**src/include/coproc_trap_pkg.sv**
```systemverilog
package coproc_trap_pkg;

   // Syndrome field positions
   localparam int SYN_W = 25;
   localparam int CV_BIT = 24;
   localparam int CODE_FIELD_A_HI = 23;
   localparam int CODE_FIELD_A_LO = 20;
   localparam int FIRST_OPCODE_FIELD_HI = 19;
   localparam int FIRST_OPCODE_FIELD_LO = 16;
   localparam int IMM_HI = 19;
   localparam int IMM_LO = 12;
   localparam int RSV_HI = 11;
   localparam int RSV_LO = 10;
   localparam int XREG2_HI = 14;
   localparam int XREG2_LO = 10;
   localparam int XREG1_HI = 9;
   localparam int XREG1_LO = 5;
   localparam int MINOR_HI = 4;
   localparam int MINOR_LO = 1;
   localparam int OFS_BIT = 4;
   localparam int AM_HI = 3;
   localparam int AM_LO = 1;
   localparam int DIR_BIT = 0;

   // Syndrome values
   localparam logic [3:0] CODE_FIELD_A_ALWAYS = 4'hE;
   localparam logic [3:0] SPEC_PC = 4'hF;
   localparam logic [4:0] SPEC_WIDE_ZERO = 5'h1F;
   localparam logic [3:0] SPACE_SYSTEM = 4'hF;
   localparam logic [3:0] SPACE_DEBUG = 4'hE;
   localparam logic [5:0] EC_TWO_REG_SYS = 6'h04;
   localparam logic [5:0] EC_LOAD_STORE = 6'h06;
   localparam logic [5:0] EC_TWO_REG_DBG = 6'h0C;

   // Kind of trapped instruction
   typedef enum logic [0:0] {
      KIND_TWO_REG = 1'b0,
      KIND_LOAD_STORE = 1'b1
   } trap_kind_t;

   // Register map, byte addresses
   localparam logic [3:0] ADDR_SYN_TWO_REG = 4'h0;
   localparam logic [3:0] ADDR_SYN_LOAD_STORE = 4'h4;
   localparam logic [3:0] ADDR_STATUS = 4'h8;
   localparam logic [3:0] ADDR_CONTROL = 4'hC;

   // Control register bits
   localparam int CTL_MIXED_CV = 0;
   localparam int CTL_PASSED_ALWAYS = 1;
   localparam int CTL_UNPRED_WIDE_ZERO = 2;
   localparam int CTL_W = 3;
   localparam logic [CTL_W-1:0] CTL_RESET = 3'h0;

   // Status register bits
   localparam int STS_EC_HI = 5;
   localparam int STS_EC_LO = 0;
   localparam int STS_UNDEF = 8;
   localparam int STS_TRAP = 9;

endpackage : coproc_trap_pkg

```
**src/hw/coproc_trap_syndrome_encoder.sv**
```systemverilog
// Implementation choices: register access over Wishbone and the register offsets.
`timescale 1ns/1ps
`default_nettype none

module coproc_trap_syndrome_encoder
(
   input wire logic clk_sys,
   input wire logic rst,
   // Classic Wishbone slave
   input wire logic wb_cyc_i,
   input wire logic wb_stb_i,
   input wire logic wb_we_i,
   input wire logic [3:0] wb_adr_i,
   input wire logic [3:0] wb_sel_i,
   input wire logic [31:0] wb_dat_i,
   output logic [31:0] wb_dat_o,
   output logic wb_ack_o,
   // Trapped instruction from the pipeline
   input wire logic trap_valid,
   input wire logic trap_kind,
   input wire logic from_wide_state,
   input wire logic mixed_width,
   input wire logic is_conditional,
   input wire logic code_field_a_passed_known,
   input wire logic [3:0] code_field_a,
   input wire logic is_unpredictable,
   input wire logic [3:0] coproc_space,
   input wire logic is_read,
   input wire logic [3:0] first_opcode_field,
   input wire logic [3:0] minor_coproc_reg_field,
   input wire logic [3:0] first_xfer_reg_field,
   input wire logic [3:0] second_xfer_reg_field,
   input wire logic [3:0] base_reg_field,
   input wire logic [7:0] byte_immediate_field,
   input wire logic literal_form,
   input wire logic pre_index,
   input wire logic writeback,
   input wire logic add_offset,
   input wire logic trace_target,
   input wire logic trace_undef,
   // Exception report
   output logic exc_valid,
   output logic [5:0] exception_class_code,
   output logic [24:0] syndrome_detail,
   output logic undef_take
);

   ////////////////////////////////////////////////////////////////////////////

   typedef struct packed {
      logic [coproc_trap_pkg::SYN_W-1:0] syn_two_reg;
      logic [coproc_trap_pkg::SYN_W-1:0] syn_load_store;
      logic [5:0] last_class;
      logic trap_seen;
      logic undef_seen;
      logic [coproc_trap_pkg::CTL_W-1:0] ctrl;
      logic ack;
      logic [31:0] rdata;
      logic exc_valid;
      logic [5:0] exc_class;
      logic [coproc_trap_pkg::SYN_W-1:0] exc_syn;
      logic undef;
   } state_t;

   state_t state_r;
   state_t state_nxt;

   ////////////////////////////////////////////////////////////////////////////

   // Wide view of a 32-bit-state register; low registers map one to one
   function automatic logic [4:0] wide_spec(input logic [3:0] spec, input logic unpred,
                                            input logic unpred_zero);
      logic [4:0] res;
      res = {1'b0, spec};
      if (spec == coproc_trap_pkg::SPEC_PC)
      begin
         if (!unpred || unpred_zero)
            res = coproc_trap_pkg::SPEC_WIDE_ZERO;
         else
            res = {1'b0, spec};
      end
      return res;
   endfunction : wide_spec

   // Byte-lane merge of a software write
   function automatic logic [31:0] lane_merge(input logic [31:0] old, input logic [31:0] wdat,
                                              input logic [3:0] sel);
      logic [31:0] res;
      res = old;
      for (int i = 0; i < 4; i++)
      begin
         if (sel[i])
            res[i*8 +: 8] = wdat[i*8 +: 8];
      end
      return res;
   endfunction : lane_merge

   // Registers reachable from the bus; anything unmapped reads zero and ignores writes
   typedef enum logic [2:0]
   {
      SEL_NONE = 3'b000,
      SEL_SYN_TWO_REG = 3'b001,
      SEL_SYN_LOAD_STORE = 3'b010,
      SEL_STATUS = 3'b011,
      SEL_CONTROL = 3'b100
   } reg_sel_t;

   // Address decode, shared by the read path and the write path
   function automatic reg_sel_t reg_decode(input logic [3:0] adr);
      reg_sel_t res;
      case (adr)
         coproc_trap_pkg::ADDR_SYN_TWO_REG:
            res = SEL_SYN_TWO_REG;
         coproc_trap_pkg::ADDR_SYN_LOAD_STORE:
            res = SEL_SYN_LOAD_STORE;
         coproc_trap_pkg::ADDR_STATUS:
            res = SEL_STATUS;
         coproc_trap_pkg::ADDR_CONTROL:
            res = SEL_CONTROL;
         default:
            res = SEL_NONE;
      endcase
      return res;
   endfunction : reg_decode

   // Status word: last class and the two sticky flags
   function automatic logic [31:0] status_word(input logic trap, input logic undef,
                                               input logic [5:0] cls);
      logic [31:0] res;
      res = '0;
      res[coproc_trap_pkg::STS_EC_HI:coproc_trap_pkg::STS_EC_LO] = cls;
      res[coproc_trap_pkg::STS_UNDEF] = undef;
      res[coproc_trap_pkg::STS_TRAP] = trap;
      return res;
   endfunction : status_word

   // Read value of the selected register, zero-extended to the bus width
   function automatic logic [31:0] read_word(input state_t s, input reg_sel_t sel);
      logic [31:0] res;
      res = '0;
      case (sel)
         SEL_SYN_TWO_REG:
            res[coproc_trap_pkg::SYN_W-1:0] = s.syn_two_reg;
         SEL_SYN_LOAD_STORE:
            res[coproc_trap_pkg::SYN_W-1:0] = s.syn_load_store;
         SEL_STATUS:
            res = status_word(s.trap_seen, s.undef_seen, s.last_class);
         SEL_CONTROL:
            res[coproc_trap_pkg::CTL_W-1:0] = s.ctrl;
         default:
            res = '0;
      endcase
      return res;
   endfunction : read_word

   ////////////////////////////////////////////////////////////////////////////

   logic [coproc_trap_pkg::SYN_W-1:0] syn_new;
   logic cv_new;
   logic [3:0] code_field_a_new;
   logic [5:0] class_new;
   logic is_two_reg;
   logic space_ok;
   logic take_undef;
   logic take_trap;
   logic req;
   logic [31:0] merged;
   logic [31:0] cur;
   reg_sel_t bus_sel;

   // Condition-valid flag and condition field, common to both kinds
   always_comb
   begin
      cv_new = 1'b1;
      code_field_a_new = coproc_trap_pkg::CODE_FIELD_A_ALWAYS;
      if (!from_wide_state)
      begin
         if (mixed_width)
         begin
            // Software must look at the saved block state when the flag is clear
            cv_new = state_r.ctrl[coproc_trap_pkg::CTL_MIXED_CV];
            // An unconditional instruction carries no code of its own to report
            if (cv_new && is_conditional)
               code_field_a_new = code_field_a;
            else if (!cv_new)
               code_field_a_new = 4'h0;
         end
         else if (is_conditional)
         begin
            if (code_field_a_passed_known && state_r.ctrl[coproc_trap_pkg::CTL_PASSED_ALWAYS])
               code_field_a_new = coproc_trap_pkg::CODE_FIELD_A_ALWAYS;
            else
               code_field_a_new = code_field_a;
         end
      end
   end

   // Syndrome packing and class selection
   always_comb
   begin
      is_two_reg = (trap_kind == coproc_trap_pkg::KIND_TWO_REG);
      syn_new = '0;
      syn_new[coproc_trap_pkg::CV_BIT] = cv_new;
      syn_new[coproc_trap_pkg::CODE_FIELD_A_HI:coproc_trap_pkg::CODE_FIELD_A_LO] = code_field_a_new;
      space_ok = 1'b1;
      class_new = coproc_trap_pkg::EC_LOAD_STORE;
      if (is_two_reg)
      begin
         syn_new[coproc_trap_pkg::FIRST_OPCODE_FIELD_HI:coproc_trap_pkg::FIRST_OPCODE_FIELD_LO] = first_opcode_field;
         syn_new[coproc_trap_pkg::XREG2_HI:coproc_trap_pkg::XREG2_LO] =
            wide_spec(second_xfer_reg_field, is_unpredictable,
                      state_r.ctrl[coproc_trap_pkg::CTL_UNPRED_WIDE_ZERO]);
         syn_new[coproc_trap_pkg::XREG1_HI:coproc_trap_pkg::XREG1_LO] =
            wide_spec(first_xfer_reg_field, is_unpredictable,
                      state_r.ctrl[coproc_trap_pkg::CTL_UNPRED_WIDE_ZERO]);
         syn_new[coproc_trap_pkg::MINOR_HI:coproc_trap_pkg::MINOR_LO] =
            minor_coproc_reg_field;
         syn_new[coproc_trap_pkg::DIR_BIT] = is_read;
         if (coproc_space == coproc_trap_pkg::SPACE_SYSTEM)
            class_new = coproc_trap_pkg::EC_TWO_REG_SYS;
         else if (coproc_space == coproc_trap_pkg::SPACE_DEBUG)
            class_new = coproc_trap_pkg::EC_TWO_REG_DBG;
         else
            space_ok = 1'b0;
      end
      else
      begin
         syn_new[coproc_trap_pkg::IMM_HI:coproc_trap_pkg::IMM_LO] = byte_immediate_field;
         syn_new[coproc_trap_pkg::RSV_HI:coproc_trap_pkg::RSV_LO] = 2'h0;
         // Literal form has no base register; zero is reported there
         if (!literal_form)
            syn_new[coproc_trap_pkg::XREG1_HI:coproc_trap_pkg::XREG1_LO] =
               wide_spec(base_reg_field, is_unpredictable,
                         state_r.ctrl[coproc_trap_pkg::CTL_UNPRED_WIDE_ZERO]);
         syn_new[coproc_trap_pkg::OFS_BIT] = add_offset;
         syn_new[coproc_trap_pkg::AM_HI:coproc_trap_pkg::AM_LO] =
            {literal_form, pre_index, writeback};
         syn_new[coproc_trap_pkg::DIR_BIT] = is_read;
      end
      // Undefined trace access pre-empts the trap, so no syndrome is written
      take_undef = trap_valid && is_two_reg && trace_target && trace_undef;
      take_trap = trap_valid && space_ok && !take_undef;
   end

   ////////////////////////////////////////////////////////////////////////////

   // Register file and next state
   always_comb
   begin
      state_nxt = state_r;
      // Ack is registered; a strobe held through its ack is not taken twice
      req = wb_cyc_i && wb_stb_i && !state_r.ack;
      bus_sel = reg_decode(wb_adr_i);
      cur = read_word(state_r, bus_sel);
      merged = lane_merge(cur, wb_dat_i, wb_sel_i);
      state_nxt.ack = req;
      state_nxt.rdata = req ? cur : 32'h00000000;
      if (req && wb_we_i)
      begin
         case (bus_sel)
            SEL_SYN_TWO_REG:
               state_nxt.syn_two_reg = merged[coproc_trap_pkg::SYN_W-1:0];
            SEL_SYN_LOAD_STORE:
            begin
               state_nxt.syn_load_store = merged[coproc_trap_pkg::SYN_W-1:0];
               state_nxt.syn_load_store[coproc_trap_pkg::RSV_HI:coproc_trap_pkg::RSV_LO] =
                  2'h0;
            end
            SEL_STATUS:
            begin
               // Write one to clear the sticky flags, through the lane that holds them
               if (wb_sel_i[coproc_trap_pkg::STS_UNDEF / 8] &&
                   wb_dat_i[coproc_trap_pkg::STS_UNDEF])
                  state_nxt.undef_seen = 1'b0;
               if (wb_sel_i[coproc_trap_pkg::STS_TRAP / 8] &&
                   wb_dat_i[coproc_trap_pkg::STS_TRAP])
                  state_nxt.trap_seen = 1'b0;
            end
            SEL_CONTROL:
               state_nxt.ctrl = merged[coproc_trap_pkg::CTL_W-1:0];
            default:
               state_nxt.ctrl = state_r.ctrl;
         endcase
      end
      // A new exception overrides a software write in the same cycle
      state_nxt.exc_valid = take_trap;
      state_nxt.undef = take_undef;
      if (take_undef)
         state_nxt.undef_seen = 1'b1;
      if (take_trap)
      begin
         state_nxt.trap_seen = 1'b1;
         state_nxt.last_class = class_new;
         state_nxt.exc_class = class_new;
         state_nxt.exc_syn = syn_new;
         if (is_two_reg)
            state_nxt.syn_two_reg = syn_new;
         else
            state_nxt.syn_load_store = syn_new;
      end
   end

   ////////////////////////////////////////////////////////////////////////////

   // Syndrome contents are cleared only to keep simulation tidy
   always_ff @(posedge clk_sys or posedge rst)
   begin
      if (rst)
      begin
         state_r <= '0;
         state_r.ctrl <= coproc_trap_pkg::CTL_RESET;
      end
      else
      begin
         state_r <= state_nxt;
      end
   end

   assign wb_dat_o = state_r.rdata;
   assign wb_ack_o = state_r.ack;
   assign exc_valid = state_r.exc_valid;
   assign exception_class_code = state_r.exc_class;
   assign syndrome_detail = state_r.exc_syn;
   assign undef_take = state_r.undef;

endmodule : coproc_trap_syndrome_encoder

`default_nettype wire

```
**config.mk**
```make
export PLATFORM = sky130hd
export DESIGN_NAME = coproc_trap_syndrome_encoder
export DESIGN_NICKNAME = d
export VERILOG_FILES = /design/src/include/coproc_trap_pkg.sv /design/src/hw/coproc_trap_syndrome_encoder.sv
export SDC_FILE = /design/constraint.sdc
export NUM_CORES = 1
export LEC_CHECK = 0
export ABC_CLOCK_PERIOD_IN_PS = 3540
export BUFFER_PORTS_ARGS = -buffer_cell sky130_fd_sc_hd__buf_2
export CAP_MARGIN = 20
export CORE_MARGIN = 2
export CORE_UTILIZATION = 45
export DETAILED_ROUTE_END_ITERATION = 10
export PLACE_DENSITY_LB_ADDON = 0.1
export SETUP_SLACK_MARGIN = 0.15
export SLEW_MARGIN = 40
export SYNTH_ARGS = -nofsm -noshare
export SYNTH_HDL_FRONTEND = slang
export SYNTH_SLANG_ARGS = --single-unit
```
**constraint.sdc**
```tcl
create_clock -name clk_sys -period 3.54 [get_ports clk_sys]
set_input_delay 0.531 -clock clk_sys [delete_from_list [all_inputs] [get_ports clk_sys]]
set_output_delay 0.531 -clock clk_sys [all_outputs]
set_load 0.005 [all_outputs]
```
# Yosys cells after proc, flatten, opt, wreduce, memory -nomap -nowiden
# Index checks and enable logic that the tools add are counted.
[word_totals] register_bits=114 inputBits=95 out_inout_bits=66 elab_cells=94
[classes] n_eq_ne=12 muxes=44 bitwise=1 n_reduce_logical=26
[op_table] operator="$mux W25" count=5
[op_table] operator="$pmux W22 S3" count=1
[op_table] operator="$mux W57" count=1
[op_table] operator="$mux W50" count=1
[op_table] operator="$mux W4" count=10
[op_table] operator="$mux W5" count=8
[op_table] operator="$eq A4 B4 Y1 const B" count=7
[op_table] operator="$mux W8" count=3
[op_table] operator="$pmux W3 S4" count=2
[op_table] operator="$mux W15" count=1
[op_table] operator="$logic_and A1 B1 Y1" count=12
[op_table] operator="$reduce_bool A2 Y1" count=6
[op_table] operator="$mux W1" count=10
[op_table] operator="$eq A3 B2 Y1 const B" count=2
[op_table] operator="$reduce_and A3 Y1" count=2
[op_table] operator="$eq A4 B3 Y1 const B" count=1
[op_table] operator="$logic_not A4 Y1" count=1
[op_table] operator="$eq A3 B1 Y1 const B" count=1
[op_table] operator="$eq A3 B3 Y1 const B" count=1
[op_table] operator="$logic_not A1 Y1" count=3
[op_table] operator="$mux W3" count=1
[op_table] operator="$mux W2" count=1
[op_table] operator="$reduce_and A2 Y1" count=1
[op_table] operator="$logic_or A1 B1 Y1" count=1
[op_table] operator="$not A1 Y1" count=1

# Longest topological paths before layout
# Gate-level depths: netlist (run 1).
[depth] word_depth=9 mapped_depth=7 ltp_nobuf=6

# Worst setup path after synthesis (run 1)
# Ideal clock, no wire load.
[synth_timing] path_kind="input-to-reg" startpoint="input wb_adr_i[0]" endpoint="register state_r[104] (netlist bit)" setup_ps=65 arrival_time_ps=1837 t_required_ps=3475 setup_slack_ps=1637 path_stages=6 n_path_buf=1 cell_sequence="buf_2 -> nor4_4 -> a22o_1 -> nor3_1 -> or4_1 -> nand2_1"
[synth_lines] item="start: declaration" line_no="coproc_trap_syndrome_encoder.sv:13" text="input wire logic [3:0] wb_adr_i,"
[synth_lines] item="end signal: assignment" line_no="coproc_trap_syndrome_encoder.sv:315" text="state_r <= state_nxt;"
[synth_lines] item="end: declaration" line_no="coproc_trap_syndrome_encoder.sv:65" text="state_t state_r;"

==> summary.txt, run 1 <==
Status
  • Result of the run: finished, final reports clean

Worst setup path
  • Data arrival time at the worst-slack endpoint: 2.40 ns
  • Buffering stage count on the worst path with inverters included: 2
  • Critical path launch point: wb_adr_i[2]
  • Critical path class: in2reg
  • CP most frequent cell: buf_4
  • Setup crit end kind: register
  • Highest-delay cell along the critical path: nor4_4
  • Cell class contributing the biggest share of worst-path delay: simple AND/OR/NAND/NOR gates
  • Worst stage delay on the critical path: 0.47 ns
  • Maximum fanout encountered on the critical timing path: 31
  • Type of element launching the critical path: input pin
  • Cell breakdown of the critical path: buf_4, nor4_4, and2_1, buf_4, o21ai_0, a21oi_1, a21o_1
  • Required time reported for the critical path endpoint: 3.83 ns
  • Origin of the critical flop-to-flop path: wb_ack_o
  • Slack of the worst reg-to-reg path: 1.51 ns

Synth
  • Synthesis-stage register bit count: 111
  • Cells after synthesis: 598
  • Synthesized area per cell: 9.37 um^2
  • Library cell with the largest summed area after synthesis: dfrtp_1
  • Main area contributors after synthesis: dfrtp_1, buf_4, nand2_1, o21ai_0, nor2_1
  • Post-synthesis instance area: 5600 um^2
  • Number of enable flip-flop cells after synthesis: 0
  • Leading register cell type out of synthesis: dfrtp_1
  • Asr flop ratio synth: 1.00
  • Yosys warnings: 0
  • Distinct cell type count of the synthesized netlist: 49
  • Proportion of netlist area held by the largest area contributor: 0.496
  • Post-synthesis sequential area ratio: 0.496

Clock tree
  • Clock Sink Count: 111
  • Clock tree from TritonCTS: done
  • CTS max path bufs: 2
  • Post-CTS setup buffer count: 0
  • Clock latency on the worst-skew pair: 0.35 ns
  • Clock root buffer: clkbuf_16
  • Hold-fix buffers, CTS: 0
  • Clock-pin slew on the worst setup and hold paths: 0.07 ns
  • Post-cts sizing count: 0
  • Number of levels the H-tree was split into: 3
  • Number of buffers inserted during clock tree synthesis: 9

Place
  • Number of port buffers: 143
  • Setup slack after placement: 1.07 ns
  • Post-DP HPWL: 11.4 mm
  • RePlAce Congestion: 0.866
  • Inst Count DP: 834

Floorplanning
  • Area of the die: 13400 um^2
  • Top-level port count: 161
  • Height of the die: 116 um
  • Total number of placement rows: 40
  • Die width: 116 um
  • Initial Utilization: 0.464
  • CORE AREA: 12100 um^2

Power
  • Lkg Pwr: 3.18 nW
  • Maximum VDD drop: 251 uV
  • Sw Ratio: 0.272
  • Internal power: 2.17 mW
  • Part of the power in the clock network: 0.335
  • Power density over cell area: 470 nW/um^2
  • Combinational share of power: 0.166
  • Net switching power: 814 uW
  • Sequential power share: 0.499

Timing
  • Slack of the critical path: 1.43 ns
  • Fin. max-slew vios: 0
  • Count of final setup violators: 0
  • Max_slew headroom: 0.479
  • Achievable Freq: 0.474 GHz
  • Slew at the pin closest to its max-slew limit: 0.779 ns
  • Total negative setup slack: 0 ns
  • Period utilization: 0.596
  • Final critical path time including I/O delays and setup: 2.11 ns
  • Worst Hold Margin: 0.219 ns
  • Unrepaired setup endpoints after global routing: no
  • Final Hold Vio Count: 0
  • Clock skew: 0.0104 ns

Final layout
  • Multi-input combinational cell area: 2220 um^2
  • Antenna fix cells: 0
  • Area overhead of the layout relative to synthesis: 13.5%
  • Non-filler instance count after layout: 848
  • Number of filler instances in the final layout: 1147
  • Sequential Area: 2780 um^2
  • Core occupancy in the finished layout: 0.527
  • Nets: 772
  • Share of layout cells above drive strength 1: 0.269

Drt
  • Number of remaining DRC errors: 0
  • Number of DRC markers in iteration 0: 277
  • TritonRoute pass-1 iters: 5
  • Per-cell via count in the routed design: 5.36
  • Average detailed-routed wire length per instance: 18.6 um
  • WL final: 15.8 mm
  • Routed Antenna Nets: 0
  • Vias: 4547

Global routing
  • Wire length of the first global-routing pass: 23.9 mm
  • GR Overflow Total: 0
  • Total routing usage reported by global routing: 0.237
  • Number of global-route vias before repair: 4373
  • Number of antenna violations at the first check in global routing: 0
  • Pin count of the biggest net entering global routing: 32

Min path
  • Path category of the worst min-delay check: in2async

Job
  • Maxcap violations: 0
==> placed cells by master, fill, tap and decap left out, drive strengths merged, types with 2 or more instances in the layout <==
| cell | n |
|---|---|
| a21oi | 34 |
| o21ai | 64 |
| nor4 | 2 |
| nor2 | 65 |
| clkbuf | 11 |
| a221o | 5 |
| inv | 6 |
| mux2i | 24 |
| or3 | 9 |
| nand2 | 68 |
| o22ai | 14 |
| nand2b | 3 |
| nor3 | 8 |
| and3 | 3 |
| dfrtp | 111 |
| nor2b | 4 |
| a21o | 9 |
| mux2 | 4 |
| a22o | 2 |
| buf | 156 |
| or2 | 3 |
| and4b | 2 |
| nand3 | 7 |
| and2 | 5 |
| or4 | 3 |
| a22oi | 19 |
| clkinvlp | 2 |
| o2bb2ai | 2 |
| o31ai | 6 |
| conb | 10 |
| nand4 | 4 |
==> cells by family (layout without fill, tap and decap cells) <==
group / count (synthesis) / count (layout) / synth area share
simple gates: 191 / 191 / 0.161
mux: 28 / 28 / 0.0509
buf+inv: 104 / 177 / 0.115
flops: 111 / 111 / 0.496
compound gates: 163 / 163 / 0.176
other cells: 1 / 10 / 0.000670
==> routing by layer <==
metal / global-route usage / vias to the layer above / routed length [um]
met2: 0.384 / 137 / 7540
met5: 0 / - / 0
met1: 0.330 / 2217 / 7150
met3: 0.0356 / 20 / 787
li1: - / 2173 / -
met4: 0.0739 / 0 / 280
==> through the flow <==
stage	total power [mW]	cell area, um^2
after global routing	3.13	6360
after detailed placement	2.01	6070
after global placement	1.99	6040
final	2.99	6360
after floorplan	1.86	5640
after CTS	3.00	6350
==> synth_stat cells, types with 2 or more instances <==
library cell  number
a22o_1             2
o31ai_1            5
nand2b_1           3
or3_1              9
buf_2              8
nand2_1           67
dfrtp_1          111
o21ai_1           14
o22ai_1           14
nor2b_1            4
a21oi_1           34
and2_1             5
nand4_1            4
nor3_1             7
nand3_1            7
or4_1              3
nor2_1            65
mux2i_1           24
inv_1              7
and4b_1            2
mux2_2             4
a22oi_1           19
buf_4             65
o21ai_0           50
clkbuf_1          24
and3_1             3
a21o_1             9
a221o_1            5
or2_2              3
o2bb2ai_1          2
==> final timing paths <==
check                                     endpoint  cells past startpoint
min                                    wb_dat_o[4]                      2
max                                   state_r[102]                      7
min reg2reg                    syndrome_detail[24]                      2
min in group clk_sys       exception_class_code[3]                      2
max in group asynchronous              state_r[92]                      4
max reg2reg                           state_r[102]                      6
==> sequential cells by signal (all words and copies together) (netlist names) <==
| signal | cells |
|---|---|
| wb_ack_o | 1 |
| exception_class_code | 3 |
| syndrome_detail | 25 |
| wb_dat_o | 25 |
| exc_valid | 1 |
| undef_take | 1 |
| state_r | 55 |
==> layout make-up <==
cell class                 count  area share
clock inverter                 3     0.00728
inverter                       7     0.00472
sequential                   111       0.437
clock buffer                  11      0.0366
tap                          168      0.0331
multi-input combinational    392       0.350
timing repair buffer         156       0.131
==> power by group through the flow <==
| stage | clock network [mW] | registers (mW) | logic [mW] |
|---|---|---|---|
| final | 1.00 | 1.49 | 0.496 |
| after global routing | 1.07 | 1.51 | 0.556 |
| after CTS | 1.02 | 1.49 | 0.498 |
| after detailed placement | 0 | 1.51 | 0.496 |
| after global placement | 0 | 1.51 | 0.478 |
| after floorplan | 0 | 1.49 | 0.370 |
No activity file was read; power rests on OpenSTA's default activity.
==> run 2, diff against run 1 <==
--- a/config.mk
+++ b/config.mk
@@ -5,7 +5,7 @@
 export SDC_FILE = /design/constraint.sdc
 export NUM_CORES = 1
 export LEC_CHECK = 0
-export ABC_CLOCK_PERIOD_IN_PS = 3540
+export ABC_CLOCK_PERIOD_IN_PS = 1900
 export BUFFER_PORTS_ARGS = -buffer_cell sky130_fd_sc_hd__buf_2
 export CAP_MARGIN = 20
 export CORE_MARGIN = 2
==> constraint.sdc (replaced) <==
create_clock -name clk_sys -period 1.9 [get_ports clk_sys]
set_input_delay 0.285 -clock clk_sys [delete_from_list [all_inputs] [get_ports clk_sys]]
set_output_delay 0.285 -clock clk_sys [all_outputs]
set_load 0.005 [all_outputs]
==> run 2 against run 1 <==
  * Non-clock buffer count up 15
  * Largest cell class unchanged
  * Die area unchanged
  * Critical endpoint is now state_r[104]
  * Register-to-register slack got worse by 1.3 ns
==> summary.txt, run 2 (same netlist as run 1, synthesis figures left out) <==
Status
  • Result of the run: finished, final reports clean

Global routing
  • Total routing usage reported by global routing: 0.243
  • GR Overflow Total: 0
  • Number of antenna violations at the first check in global routing: 0
  • Wire length of the first global-routing pass: 24.6 mm
  • Number of global-route vias before repair: 4590
  • Pin count of the biggest net entering global routing: 112

Timing
  • Fin. max-slew vios: 0
  • Count of final setup violators: 0
  • Period utilization: 0.866
  • Max_slew headroom: 0.588
  • Final critical path time including I/O delays and setup: 1.64 ns
  • Slew at the pin closest to its max-slew limit: 0.619 ns
  • Achievable Freq: 0.608 GHz
  • Final Hold Vio Count: 0
  • Clock skew: 0.00401 ns
  • Unrepaired setup endpoints after global routing: no
  • Total negative setup slack: 0 ns

Worst setup path
  • Data arrival time at the worst-slack endpoint: 1.93 ns
  • Type of element launching the critical path: register
  • Worst stage delay on the critical path: 0.50 ns
  • Required time reported for the critical path endpoint: 2.19 ns
  • Worst Reg2Reg Path Length in Cells: 5
  • Cell breakdown of the critical path: and4b_1, buf_4, nand2_2, or4_1, nand2_1
  • Critical path class: reg2reg
  • Buffering stage count on the worst path with inverters included: 1
  • Setup crit end kind: register
  • Critical R2R Capture: state_r[104]
  • Critical path launch point: wb_ack_o
  • Origin of the critical flop-to-flop path: wb_ack_o
  • Slack of the worst reg-to-reg path: 0.26 ns
  • Cell class contributing the biggest share of worst-path delay: simple AND/OR/NAND/NOR gates
  • Maximum fanout encountered on the critical timing path: 4
  • Highest-delay cell along the critical path: or4_1

Final layout
  • Reg with most FFs: state_r
  • Share of layout cells above drive strength 1: 0.288
  • Commonest non-fill, non-tap cell in the layout: buf_2
  • Nets: 787
  • Number of filler instances in the final layout: 1133
  • Number of flip-flops under the largest register name: 55
  • Sequential Area: 2780 um^2
  • Multi-input combinational cell area: 2220 um^2
  • Most frequent cells in the layout: buf_2, dfrtp_1, nand2_1
  • Antenna fix cells: 0
  • Area overhead of the layout relative to synthesis: 16.4%

Clock tree
  • Post-CTS setup buffer count: 0
  • Number of levels the H-tree was split into: 3
  • Hold-fix buffers, CTS: 0
  • Clock root buffer: clkbuf_16
  • CTS max path bufs: 2
  • Clock latency on the worst-skew pair: 0.35 ns
  • Clock tree from TritonCTS: done
  • Clock-pin slew on the worst setup and hold paths: 0.07 ns
  • Clock Sink Count: 111
  • Number of buffers inserted during clock tree synthesis: 9

Drt
  • Routed Antenna Nets: 0
  • Average detailed-routed wire length per instance: 18.4 um
  • Vias: 4675
  • Number of DRC markers in iteration 0: 374
  • TritonRoute pass-1 iters: 5
  • Per-cell via count in the routed design: 5.40
  • WL final: 16.0 mm
  • Number of remaining DRC errors: 0

Floorplanning
  • Die width: 116 um
  • CORE AREA: 12100 um^2
  • Area of the die: 13400 um^2
  • Total number of placement rows: 40
  • Height of the die: 116 um
  • Initial Utilization: 0.464
  • Top-level port count: 161

Power
  • Power density over cell area: 864 nW/um^2
  • Final Total Pwr: 5.63 mW
  • Lkg Pwr: 3.28 nW
  • Maximum VDD drop: 544 uV

Place
  • Post-DP HPWL: 11.6 mm
  • RePlAce Congestion: 0.875
  • Number of port buffers: 143

Min path
  • Path category of the worst min-delay check: in2async

Job
  • Maxcap violations: 0
==> run 2: changes by cell type in the layout (fill, tap and decap cells not counted), sizes merged <==
cell / previous run / this run
clkinv: 1 / 4
clkbuf: 11 / 10
buf: 156 / 171
==> run 2: area by class of cell <==
class                   instances  area share
inverters                       7     0.00461
clock inverters                 6     0.00941
clock buffers                  10      0.0351
well taps                     168      0.0323
multi-input cells             392       0.341
flip-flops and latches        111       0.426
repair buffers                171       0.152
==> run 2: worst min-delay path: cells and delay by family <==
family,cells,cell delay [ns]
buf+inv,3,0.59
==> run 2: routing by layer <==
metal | part of all wire | GRT usage
met2 | 0.48 | 0.396
met3 | 0.062 | 0.0329
met1 | 0.43 | 0.325
met5 | 0 | 0
met4 | 0.031 | 0.107
==> run 2: power by group <==
part           total [mW]  internal [mW]  switching [mW]
Clock                1.90           1.02           0.882
Combinational       0.948          0.425           0.523
Sequential           2.78           2.63           0.148
Total                5.63           4.07            1.55
==> run 2: through the flow <==
step                hold slack, ns  cell area (um^2)  std cells  setup slack [ns]  utilization
floorplan                    0.390              5640        607             0.243            -
global placement             0.452              6220        849            0.0725        0.516
finish                      0.0609              6520        865             0.255        0.540
CTS                          0.117              6520        865             0.212        0.540
detailed placement           0.463              6220        849            0.0395        0.516
global route                 0.118              6520        865             0.184        0.540
==> run 2: what timing repair did <==
item                       in CTS  in global routing
hold endpoints to repair        0                  0
setup endpoints to repair       0                  9
gates resized for setup         0                  1
==> run 2: worst max-delay path by stage <==
| stage | cells past startpoint | slack (ns) | endpoint |
|---|---|---|---|
| 5_1_grt | 7 | 0.18 | state_r[103] |
| 3_3_place_gp | 6 | 0.07 | state_r[105] |
| 2_1_floorplan | 6 | 0.24 | state_r[104] |
| 6_report | 5 | 0.26 | state_r[104] |
| 3_5_place_dp | 6 | 0.04 | state_r[105] |
| 4_1_cts | 4 | 0.21 | state_r[105] |
